==> src/core/smc_pkg.sv <==
// Constants and types for the stop mode controller
package smc_pkg;
  localparam int SMC_AW = 4;
  localparam logic [SMC_AW-1:0] SMC_OFF_PWR_CTRL = 4'h0; // power_control_register
  localparam logic [SMC_AW-1:0] SMC_OFF_IRQ_FLAG = 4'h4; // ext_irq_flag_register
  localparam logic [SMC_AW-1:0] SMC_OFF_CLKD = 4'h8; // clock divide control
  localparam logic [SMC_AW-1:0] SMC_OFF_STAT = 4'hc; // status
  localparam int SMC_BIT_STOP = 1;
  localparam int SMC_BIT_BANDGAP = 2;
  localparam int SMC_BIT_RING_SEL = 1;
  localparam int SMC_BIT_RING_ACT = 3;
  localparam int SMC_NIRQ = 6;
  localparam logic [1:0] SMC_CD_DIV1 = 2'h2;
  localparam logic [1:0] SMC_CD_RST = 2'h2;
  localparam logic [16:0] SMC_FLASH_WARM = 17'h10000;
  localparam logic [16:0] SMC_XTAL_WARM = 17'h10000;
  localparam logic [31:0] SMC_BAD_ADDR = 32'hdeadbeef;
  typedef enum logic [1:0] {
    SMC_RUN = 2'b00,
    SMC_STOP = 2'b01,
    SMC_WARM = 2'b11
  } smc_state_t;
endpackage

==> src/core/smc_warm_counter.sv <==
// Down counter that times the wake-up warm-up windows
`timescale 1ns/10ps
`default_nettype none
module smc_warm_counter
  import smc_pkg::*;
(
  input wire logic ref_clk,
  input wire logic rst,
  input wire logic load,
  input wire logic [16:0] load_val,
  input wire logic run,
  output logic done
);
  typedef struct packed {
    logic [16:0] cnt;
    logic done;
  } smc_wc_t;
  smc_wc_t q, next_q;

  // Count down while enabled; done is registered in the same cycle the count reaches zero
  always_comb begin
    next_q = q;
    if (load) begin
      next_q.cnt = load_val;
      next_q.done = 1'b0;
    end else if (run && q.cnt != 17'h0) begin
      next_q.cnt = q.cnt - 17'h1;
      next_q.done = (q.cnt == 17'h1);
    end
  end

  always_ff @(posedge ref_clk) begin
    if (rst) begin
      q <= '0;
    end else begin
      q <= next_q;
    end
  end
  assign done = q.done;
endmodule
`default_nettype wire

==> src/core/smc_top.sv <==
// Stop mode controller: stop entry, wake sources, warm-up and clock lock
//
// Chosen here: the Avalon-MM interface to the registers and the placing of the registers.
`timescale 1ns/10ps
`default_nettype none
module smc_top
  import smc_pkg::*;
(
  input wire logic ref_clk,
  input wire logic rst,
  input wire logic [SMC_AW-1:0] avs_address,
  input wire logic avs_read,
  input wire logic avs_write,
  input wire logic [31:0] avs_writedata,
  output logic [31:0] avs_readdata,
  output logic avs_waitrequest,
  input wire logic ext_rst_pin,
  input wire logic supply_below_trip,
  input wire logic [SMC_NIRQ-1:0] ext_irq,
  input wire logic [SMC_NIRQ-1:0] ext_irq_en,
  input wire logic crystal_stable,
  output logic clocks_run,
  output logic cpu_run,
  output logic crystal_enable,
  output logic ring_clock_active,
  output logic [1:0] clock_divide,
  output logic stop_reset,
  output logic irq_wake,
  output logic stop_active
);
  typedef struct packed {
    smc_state_t st;
    logic stop_req;
    logic bandgap_select;
    logic ring_osc_select;
    logic ring_clock_active;
    logic clock_divide_high;
    logic clock_divide_low;
    logic xtal_wait;
    logic [SMC_NIRQ-1:0] woke_by;
    logic wake_irq;
    logic ack;
    logic [31:0] rdata;
    logic clocks_run;
    logic cpu_run;
    logic crystal_enable;
    logic stop_reset;
    logic irq_wake;
  } smc_top_t;
  smc_top_t q, next_q;

  logic flash_load;
  logic flash_done;
  logic xtal_load;
  logic xtal_done;
  logic [SMC_NIRQ-1:0] irq_hit;
  logic bus_req;

  assign bus_req = avs_read | avs_write;

  // Per-source wake qualification
  genvar gi;
  generate
    for (gi = 0; gi < SMC_NIRQ; gi++) begin : g_irq
      assign irq_hit[gi] = ext_irq[gi] & ext_irq_en[gi];
    end
  endgenerate

  // Flash and crystal timers both load on every interrupt or bandgap wake; the crystal timer counts only while the crystal is stable
  smc_warm_counter u_flash (
    .ref_clk(ref_clk),
    .rst(rst),
    .load(flash_load),
    .load_val(SMC_FLASH_WARM),
    .run(q.st == SMC_WARM),
    .done(flash_done)
  );
  smc_warm_counter u_xtal (
    .ref_clk(ref_clk),
    .rst(rst),
    .load(xtal_load),
    .load_val(SMC_XTAL_WARM),
    .run(q.xtal_wait & crystal_stable),
    .done(xtal_done)
  );

  // Next state of the whole controller
  always_comb begin
    next_q = q;
    flash_load = 1'b0;
    xtal_load = 1'b0;
    next_q.ack = 1'b0;
    next_q.stop_reset = 1'b0;
    next_q.irq_wake = 1'b0;
    // Bus: one wait cycle, then the answer at the second edge
    if (bus_req && !q.ack) begin
      next_q.ack = 1'b1;
      next_q.rdata = '0;
      if (avs_read) begin
        case (avs_address)
          SMC_OFF_PWR_CTRL: begin
            next_q.rdata[SMC_BIT_STOP] = q.stop_req;
            next_q.rdata[SMC_BIT_BANDGAP] = q.bandgap_select;
          end
          SMC_OFF_IRQ_FLAG: begin
            next_q.rdata[SMC_BIT_RING_SEL] = q.ring_osc_select;
            next_q.rdata[SMC_BIT_RING_ACT] = q.ring_clock_active;
          end
          SMC_OFF_CLKD: begin
            next_q.rdata[1:0] = {q.clock_divide_high, q.clock_divide_low};
          end
          SMC_OFF_STAT: begin
            next_q.rdata[SMC_NIRQ-1:0] = q.woke_by;
            next_q.rdata[8] = q.st == SMC_STOP;
            next_q.rdata[9] = q.st == SMC_WARM;
          end
          default: begin
            next_q.rdata = SMC_BAD_ADDR;
          end
        endcase
      end else if (q.st == SMC_RUN) begin
        case (avs_address)
          SMC_OFF_PWR_CTRL: begin
            next_q.bandgap_select = avs_writedata[SMC_BIT_BANDGAP];
            if (avs_writedata[SMC_BIT_STOP]) begin
              next_q.stop_req = 1'b1;
              next_q.st = SMC_STOP;
              next_q.clocks_run = 1'b0;
              next_q.cpu_run = 1'b0;
              next_q.crystal_enable = 1'b0;
            end
          end
          SMC_OFF_IRQ_FLAG: begin
            next_q.ring_osc_select = avs_writedata[SMC_BIT_RING_SEL];
          end
          SMC_OFF_CLKD: begin
            if (!q.ring_clock_active) begin
              next_q.clock_divide_high = avs_writedata[1];
              next_q.clock_divide_low = avs_writedata[0];
            end
          end
          default: begin
          end
        endcase
      end
    end
    // ring released when the crystal timer ends, even after the core resumed
    if (q.xtal_wait && xtal_done) begin
      next_q.xtal_wait = 1'b0;
      next_q.ring_clock_active = 1'b0;
    end
    case (q.st)
      SMC_RUN: begin
      end
      SMC_STOP: begin
        // bandgap reset in stop, none while deselected
        if (q.bandgap_select && supply_below_trip) begin
          next_q.stop_reset = 1'b1;
          next_q.stop_req = 1'b0;
          next_q.st = SMC_WARM;
          next_q.wake_irq = 1'b0;
        end else if (|irq_hit) begin
          next_q.stop_req = 1'b0;
          next_q.st = SMC_WARM;
          next_q.wake_irq = 1'b1;
          next_q.woke_by = irq_hit;
        end
        if (next_q.st == SMC_WARM) begin
          flash_load = 1'b1;
          xtal_load = 1'b1;
          next_q.crystal_enable = 1'b1;
          next_q.clocks_run = 1'b1;
          // ring clocks the core or execution waits
          next_q.ring_clock_active = q.ring_osc_select;
          next_q.xtal_wait = 1'b1;
          if (q.ring_osc_select) begin
            next_q.clock_divide_high = SMC_CD_DIV1[1];
            next_q.clock_divide_low = SMC_CD_DIV1[0];
          end
        end
      end
      SMC_WARM: begin
        // flash warm-up, crystal warm-up unless on ring
        if ((flash_done || !flash_load && q.cpu_run) &&
            (q.ring_clock_active || !q.xtal_wait || xtal_done)) begin
          next_q.cpu_run = 1'b1;
          next_q.st = SMC_RUN;
          next_q.irq_wake = q.wake_irq;
          next_q.wake_irq = 1'b0;
        end
      end
      default: begin
        next_q.st = SMC_RUN;
      end
    endcase
  end

  always_ff @(posedge ref_clk) begin
    if (rst || ext_rst_pin) begin
      q <= '0;
      q.st <= SMC_RUN;
      q.clocks_run <= 1'b1;
      q.cpu_run <= 1'b1;
      q.crystal_enable <= 1'b1;
      q.clock_divide_high <= SMC_CD_RST[1];
      q.clock_divide_low <= SMC_CD_RST[0];
    end else begin
      q <= next_q;
    end
  end

  assign avs_readdata = q.rdata;
  assign avs_waitrequest = ~q.ack;
  assign clocks_run = q.clocks_run;
  assign cpu_run = q.cpu_run;
  assign crystal_enable = q.crystal_enable;
  assign ring_clock_active = q.ring_clock_active;
  assign clock_divide = {q.clock_divide_high, q.clock_divide_low};
  assign stop_reset = q.stop_reset;
  assign irq_wake = q.irq_wake;
  assign stop_active = q.stop_req;

  // Checks beside the logic
  a_stop_halts: assert property (@(posedge ref_clk) disable iff (rst || ext_rst_pin)
    q.st == SMC_STOP |-> !clocks_run && !cpu_run)
    else $error("clocks run in stop");
  a_stop_entry: assert property (@(posedge ref_clk) disable iff (rst || ext_rst_pin)
    avs_write && !q.ack && q.st == SMC_RUN && avs_address == SMC_OFF_PWR_CTRL && avs_writedata[SMC_BIT_STOP]
    |=> stop_active && q.st == SMC_STOP)
    else $error("stop not entered");
  a_no_more_exec: assert property (@(posedge ref_clk) disable iff (rst || ext_rst_pin)
    $rose(stop_active) |-> !cpu_run)
    else $error("instruction ran after stop");
  a_irq_wakes: assert property (@(posedge ref_clk) disable iff (rst || ext_rst_pin)
    q.st == SMC_STOP && |(ext_irq & ext_irq_en) |=> q.st == SMC_WARM)
    else $error("interrupt did not wake");
  a_pin_exits: assert property (@(posedge ref_clk) disable iff (rst)
    ext_rst_pin |=> q.st == SMC_RUN && !stop_active)
    else $error("pin did not exit stop");
  a_bg_reset: assert property (@(posedge ref_clk) disable iff (rst || ext_rst_pin)
    q.st == SMC_STOP && q.bandgap_select && supply_below_trip |=> stop_reset)
    else $error("no bandgap reset");
  a_bg_off: assert property (@(posedge ref_clk) disable iff (rst || ext_rst_pin)
    q.st == SMC_STOP && !q.bandgap_select |=> !stop_reset)
    else $error("reset without bandgap");
  a_warm_hold: assert property (@(posedge ref_clk) disable iff (rst || ext_rst_pin)
    q.st == SMC_STOP ##1 q.st == SMC_WARM |-> !cpu_run [*8])
    else $error("ran before warm-up");
  a_xtal_hold: assert property (@(posedge ref_clk) disable iff (rst || ext_rst_pin)
    q.st == SMC_WARM && !ring_clock_active && q.xtal_wait && !xtal_done |=> !cpu_run)
    else $error("ran before crystal warm");
  a_div_lock: assert property (@(posedge ref_clk) disable iff (rst || ext_rst_pin)
    ring_clock_active && $past(ring_clock_active) |-> clock_divide == SMC_CD_DIV1)
    else $error("divide moved on ring");
  a_req_clear: assert property (@(posedge ref_clk) disable iff (rst || ext_rst_pin)
    q.st == SMC_WARM |-> !stop_active)
    else $error("stop bit not cleared");
  // Wake-up, clock source and bus checks
  a_ring_entry: assert property (@(posedge ref_clk) disable iff (rst || ext_rst_pin)
    q.st == SMC_STOP ##1 q.st == SMC_WARM |-> ring_clock_active == q.ring_osc_select)
    else $error("wrong clock source on wake");
  a_ring_release: assert property (@(posedge ref_clk) disable iff (rst || ext_rst_pin)
    q.st != SMC_STOP && q.xtal_wait && xtal_done |=> !ring_clock_active && !q.xtal_wait)
    else $error("ring kept after crystal warm");
  a_div_refuse: assert property (@(posedge ref_clk) disable iff (rst || ext_rst_pin)
    ring_clock_active && avs_write && !q.ack && avs_address == SMC_OFF_CLKD |=> clock_divide == SMC_CD_DIV1)
    else $error("divide write taken on ring");
  a_irq_resume: assert property (@(posedge ref_clk) disable iff (rst || ext_rst_pin)
    q.st == SMC_WARM ##1 q.st == SMC_RUN |-> irq_wake == $past(q.wake_irq))
    else $error("interrupt not serviced on resume");
  a_wake_pulse: assert property (@(posedge ref_clk) disable iff (rst || ext_rst_pin)
    irq_wake |=> !irq_wake)
    else $error("wake pulse too long");
  a_woke_by: assert property (@(posedge ref_clk) disable iff (rst || ext_rst_pin)
    q.st == SMC_STOP && !(q.bandgap_select && supply_below_trip) && (|irq_hit)
    |=> q.woke_by == $past(irq_hit))
    else $error("waking source not recorded");
  a_warm_exit: assert property (@(posedge ref_clk) disable iff (rst || ext_rst_pin)
    q.st == SMC_WARM && !flash_done |=> !cpu_run)
    else $error("ran before flash warm");
  a_warm_no_write: assert property (@(posedge ref_clk) disable iff (rst || ext_rst_pin)
    q.st == SMC_WARM && avs_write && !q.ack |=> $stable(clock_divide) && $stable(q.ring_osc_select))
    else $error("write taken while warming");
  a_bus_answer: assert property (@(posedge ref_clk) disable iff (rst || ext_rst_pin)
    bus_req && avs_waitrequest |=> !avs_waitrequest)
    else $error("bus answer late");

  // Main scenarios worth seeing
  c_irq_wake: cover property (@(posedge ref_clk) irq_wake);
  c_bg_reset: cover property (@(posedge ref_clk) stop_reset);
  c_ring_run: cover property (@(posedge ref_clk) ring_clock_active && cpu_run);
  c_xtal_hold: cover property (@(posedge ref_clk) q.st == SMC_WARM && q.xtal_wait && !ring_clock_active);
  c_ring_off: cover property (@(posedge ref_clk) $fell(ring_clock_active));
endmodule
`default_nettype wire

==> config.mk <==
export PLATFORM = sky130hd
export DESIGN_NAME = smc_top
export DESIGN_NICKNAME = d
export VERILOG_FILES = /design/src/core/smc_pkg.sv /design/src/core/smc_warm_counter.sv /design/src/core/smc_top.sv
export SDC_FILE = /design/constraint.sdc
export NUM_CORES = 1
export LEC_CHECK = 0
export BUFFER_PORTS_ARGS = -buffer_cell sky130_fd_sc_hd__buf_4
export CAP_MARGIN = 25
export CORE_ASPECT_RATIO = 1.2
export CORE_UTILIZATION = 53
export CTS_CLUSTER_SIZE = 10
export DETAILED_ROUTE_END_ITERATION = 7
export PLACE_DENSITY = 0.81
export SLEW_MARGIN = 20
export SYNTH_ARGS = -nofsm -noshare
export SYNTH_HDL_FRONTEND = slang
export SYNTH_SLANG_ARGS = --single-unit
==> constraint.sdc <==
create_clock -name ref_clk -period 2.55 [get_ports ref_clk]
set_clock_uncertainty 0.05 [all_clocks]
set_input_delay 0.51 -clock ref_clk [delete_from_list [all_inputs] [get_ports ref_clk]]
set_output_delay 0.51 -clock ref_clk [all_outputs]
set_load 0.02 [all_outputs]
After elaboration in Yosys (flattened, before gate mapping). Index checks and enable logic that the tools add are counted.

Divide/modulo/power cells: 0. Muxes and demuxes: 54. Reduce and logical (&&, ||, !) cells: 32. Eq/ne operators: 10. Shift operators: 0. Add/subtract/negate cells: 2. Order comparisons: 0. Bitwise operators: 14. Multiply operators: 0.

Operators with widths (count): 2-to-1 mux 18 bit (4); 2-to-1 mux 36 bit (1); == test 17 x 1 -> 1 bit, second input constant (2); nonzero test 17 bit (2); subtractor 17 x 1 -> 17 bit, second input constant (2); 2-to-1 mux 32 bit (1); 2-to-1 mux 3 bit (8); 2-to-1 mux 22 bit (1); 2-to-1 mux 2 bit (9); 2-to-1 mux 5 bit (3); 2-to-1 mux 1 bit (14); 2-to-1 mux 10 bit (1); OR reduction 2 bit (5); case mux 1 bit (3 select lines) (3); == test 4 bit, second input constant (2); 2-to-1 mux 4 bit (2); case mux 2 bit (2 select lines) (2); AND reduction 4 bit (2); AND 1 bit (7); 2-to-1 mux 7 bit (1); logical AND 1 bit (6); 2-to-1 mux 6 bit (1); NOT 1 bit (6); case mux 2 bit (3 select lines) (1); other kinds (17) (26).

RAM bits: 0. Input bits: 55. Memories: 0. Memory bits (read-only): 0. Output and inout port bits: 42. Word-level logic and storage cells: 135. Latch bits: 0. Bits in registers: 90.

Longest topological paths before layout.
Word-level depth: 12. Mapped depth: 7. Depth with buffers taken out: 6.

Hierarchy. From an unflattened synthesis, not the netlist that was laid out.

Cell total of the unflattened synthesis: 437. Area, all modules: 3714.8 sq um.

Modules (own cells, without submodules): smc_top (times used 1, cells each 191, area an instance 1621.6 sq um, sequential area each 620.6 sq um); smc_warm_counter at u_xtal (times used 1, cells each 127, area an instance 1066.0 sq um, sequential area each 360.3 sq um); smc_warm_counter at u_flash (times used 1, cells each 119, area an instance 1027.2 sq um, sequential area each 360.3 sq um).

Least setup slack after synthesis. Ideal clock, no wire load.

Path type: flip-flop to flip-flop. From: reg u_xtal.q[2] in the netlist's numbering. To: reg u_xtal.q[9] in the netlist's numbering. Cell stages (with the launch flop): 7. Data required time: 2.433 ns. Setup slack: 0.594 ns. Setup time: 0.067 ns. Buffers on the path: 0. Data arrival time: 1.838 ns. Period minus slack after synthesis: 1.956 ns. Cells stage by stage: dfxtp_1 inv_1 ha_1 or3b_2 or3_4 a211o_1 a21oi_2.

Word-level cells in the longest chain between the ends: 2. Elaborated cells on any way between the ends: 3. Classes of those cells: add/sub (1); reduce/logical (2).

RTL lines: start: declaration (RTL line smc_warm_counter.sv:18) `smc_wc_t q, next_q;`; start signal: assignment (RTL line smc_warm_counter.sv:36) `q <= next_q;`; branches (longest 2 deep; another with subtractor 17 x 1 -> 17 bit).

Several ways; the timed one is not identified. A chain may end at the register's enable or synchronous reset.

Worst setup path in the final report.
From: reg u_xtal.q[1] in the netlist's numbering. To: reg u_xtal.q[17] in the netlist's numbering.

Word-level cells in the longest chain between the ends: 3. Elaborated cells on any way between the ends: 6. Classes of those cells: add/sub (1); mux (2); reduce/logical (3).

RTL lines: subtractor 17 x 1 -> 17 bit / nonzero test 17 bit (equally long branches) (RTL line smc_warm_counter.sv:27, smc_warm_counter.sv:26); 2-to-1 mux 18 bit / logical AND 1 bit (equally long branches) (RTL line smc_warm_counter.sv:26) `end else if (run && q.cnt != 17'h0) begin`; 2-to-1 mux 18 bit / nonzero test 2 bit (equally long branches).

Parallel ways exist; a longest one is shown, timed or not. The select of a mux whose other input is x is not followed.

==> results.toml <==
[pwr]
vdd_drop_max_uv = 279
power.density_nw_per_um2 = 520
p_leak_uw = 0.00149
fin_total_pwr_uw = 2080

[setup_path]
cp_max_fo = 5
required_ns = 2.71
arrival_ns = 2.31
r2r_start = "u_xtal.q[1]"
start_kind = "flop"
reg2reg_depth = 6
rrSetupSlack_ns = 0.40
cp-end-kind = "flop"
critPathKind = "flop to flop"
r2r-end = "u_xtal.q[17]"

[timing]
worst_pin_slew_ns = 0.700
finalCritPeriodShare = 0.843
relSlewSlack = 0.527
clock.fmax_mhz = 465
period_needed_ns = 2.15
finalHoldViolCount = 0
maxSlewViolCount = 0
rsz0062_at_grt = "false"
setup_viol = 0
fin_setup_tns_ns = 0

[floorplanning]
chipHeight_um = 91.5
die-area_um2 = 7000
io_pins = 97
dieWidth_um = 76.6
core_um2 = 6450
initial_core_util = 0.548
rows = 32

[detailed_routing]
drtIter0Drc = 209
num_vias = 3120
finalWirelength_mm = 7.51
drt-pass1-iter-count = 5
drc = 0
vias_per_cell = 5.93
routedWlPerCell_um = 14.3
ant_nets = 0

[placement]
portBuffers = 61
globalplace.congestion = 0.858
post-dp-hpwl_mm = 5.45
place_area_um2 = 3810

[cells_and_area]
mostFrequentLayoutCells = "67 x dfxtp_1, 63 x buf_4, 48 x a21oi_1"
nets = 495
drive_above_1_share = 0.263
diodes = 0
syn_to_final_growth_pct = 13.2
final_common_cell = "dfxtp_1"
stdcell_area_um2 = 4000

[min_path]
min_to = "u_flash.q[17]"
holdPathStages = 2
hp-start = "rst"
holdCritPathClass = "primary input to flop"

[clock_tree]
htreeDepth = 3
cts_buffers = 9
post_cts_buffers = 0
cts_buffer_depth = 2
cts.sinks = 67
ctsResizeCount = 0
ctsHoldBuffers = 0
cts_tree = "done"
root_buffer = "clkbuf_8"
cts.clk_slew.worst_paths_ns = 0.08
clk_latency_ns = 0.34

[global_route]
use_met1 = 0.262
grt_pass1_wl_mm = 12.5
grt_max_degree = 32
grt-ovfl-total = 0
grt.met3_usage = 0.0503
grt_pass1_vias = 2834
grt_most_used_layer = "met2"
antenna_found_initial = 0
grt_util_all_layers = 0.220
use_met2 = 0.376

[synth]
synth-seq-cells = 67
async_flop_share = 0
ys_types = 60
netlist_area_um2 = 3530
ys_warn_count = 0
synthCells = 405
yosysSeqAreaShare = 0.379
synth_flop_cell = "dfxtp_1"
avgSynthCellArea_um2 = 8.73
synth-edff-count = 0

[flow_run]
maxCapViolations = 0

[status]
outcome = "finished clean"
cell usage after synthesis, types with 7 or more instances:
master | count | area [um^2]
nand2_1 | 21 | 78.8
clkbuf_1 | 10 | 37.5
buf_4 | 34 | 255
or2_2 | 10 | 62.6
inv_1 | 12 | 45.0
o21ai_0 | 18 | 90.1
dfxtp_1 | 67 | 1340
or4_1 | 13 | 97.6
a21oi_1 | 48 | 240
a22oi_1 | 7 | 52.6
nor2_1 | 23 | 86.3
o31ai_1 | 14 | 105
nand3_1 | 15 | 75.1
or3_1 | 10 | 62.6
flip-flops by register name (all words and copies together) (netlist names), 2 cells and up:
| register | cells |
|---|---|
| u_xtal.q | 17 |
| u_flash.q | 17 |
| q | 13 |
| clock_divide | 2 |
| avs_readdata | 9 |
power by group:
| part | internal, uW | switching, uW |
|---|---|---|
| registers | 1050 | 7.11 |
| clock network | 447 | 414 |
| logic | 66.7 | 91.6 |
| total | 1570 | 513 |
kinds of logic after synthesis:
group | Yosys count | synth area share
flops | 67 | 0.379
simple gates | 147 | 0.261
other cells | 1 | 0.00106
buf+inv | 60 | 0.105
fa+ha+maj | 4 | 0.0142
compound gates | 116 | 0.207
mux | 10 | 0.0329
worst max-delay path: stages (launching register included):
cell and delay (ns):
dfxtp_1 0.36, inv_1 0.10, ha_1 0.20, or3b_2 0.50, or3_4 0.43, o41ai_1 0.26
a21oi_1 0.11
how the worst max path moves through the flow:
stage / endpoint / startpoint / cells past startpoint / slack (ns)
after floorplan: u_xtal.q[9] / u_xtal.q[2] / 6 / 0.59
after global placement: clock_divide[0] / avs_address[1] / 5 / 0.43
after detailed placement: clock_divide[0] / avs_address[1] / 5 / 0.41
after CTS: u_xtal.q[17] / u_xtal.q[1] / 6 / 0.40
after global routing: u_xtal.q[13] / u_xtal.q[1] / 7 / 0.27
final: u_xtal.q[17] / u_xtal.q[1] / 6 / 0.40
cell type report:
cell class,count,area [um^2]
tap,85,106
timing repair buffer,63,473
multi-input combinational,283,1840
sequential,67,1340
clock inverter,7,68.8
inverter,12,45.0
clock buffer,9,124
fill,571,2450
metrics by stage:
step	utilization	std cells	setup WS, ns	hold slack [ns]
final	0.621	526	0.399	0.312
after detailed placement	0.591	510	0.414	0.395
after floorplan	-	410	0.594	0.382
after global placement	0.591	510	0.427	0.388
after CTS	0.621	526	0.398	0.301
after global routing	0.621	526	0.275	0.318
layer usage:
metal,share of wire,up-vias
li1,-,1541
met2,0.50,87
met5,0,-
met1,0.43,1483
met3,0.052,9
met4,0.012,0
Power figures use the tool's default switching activity.
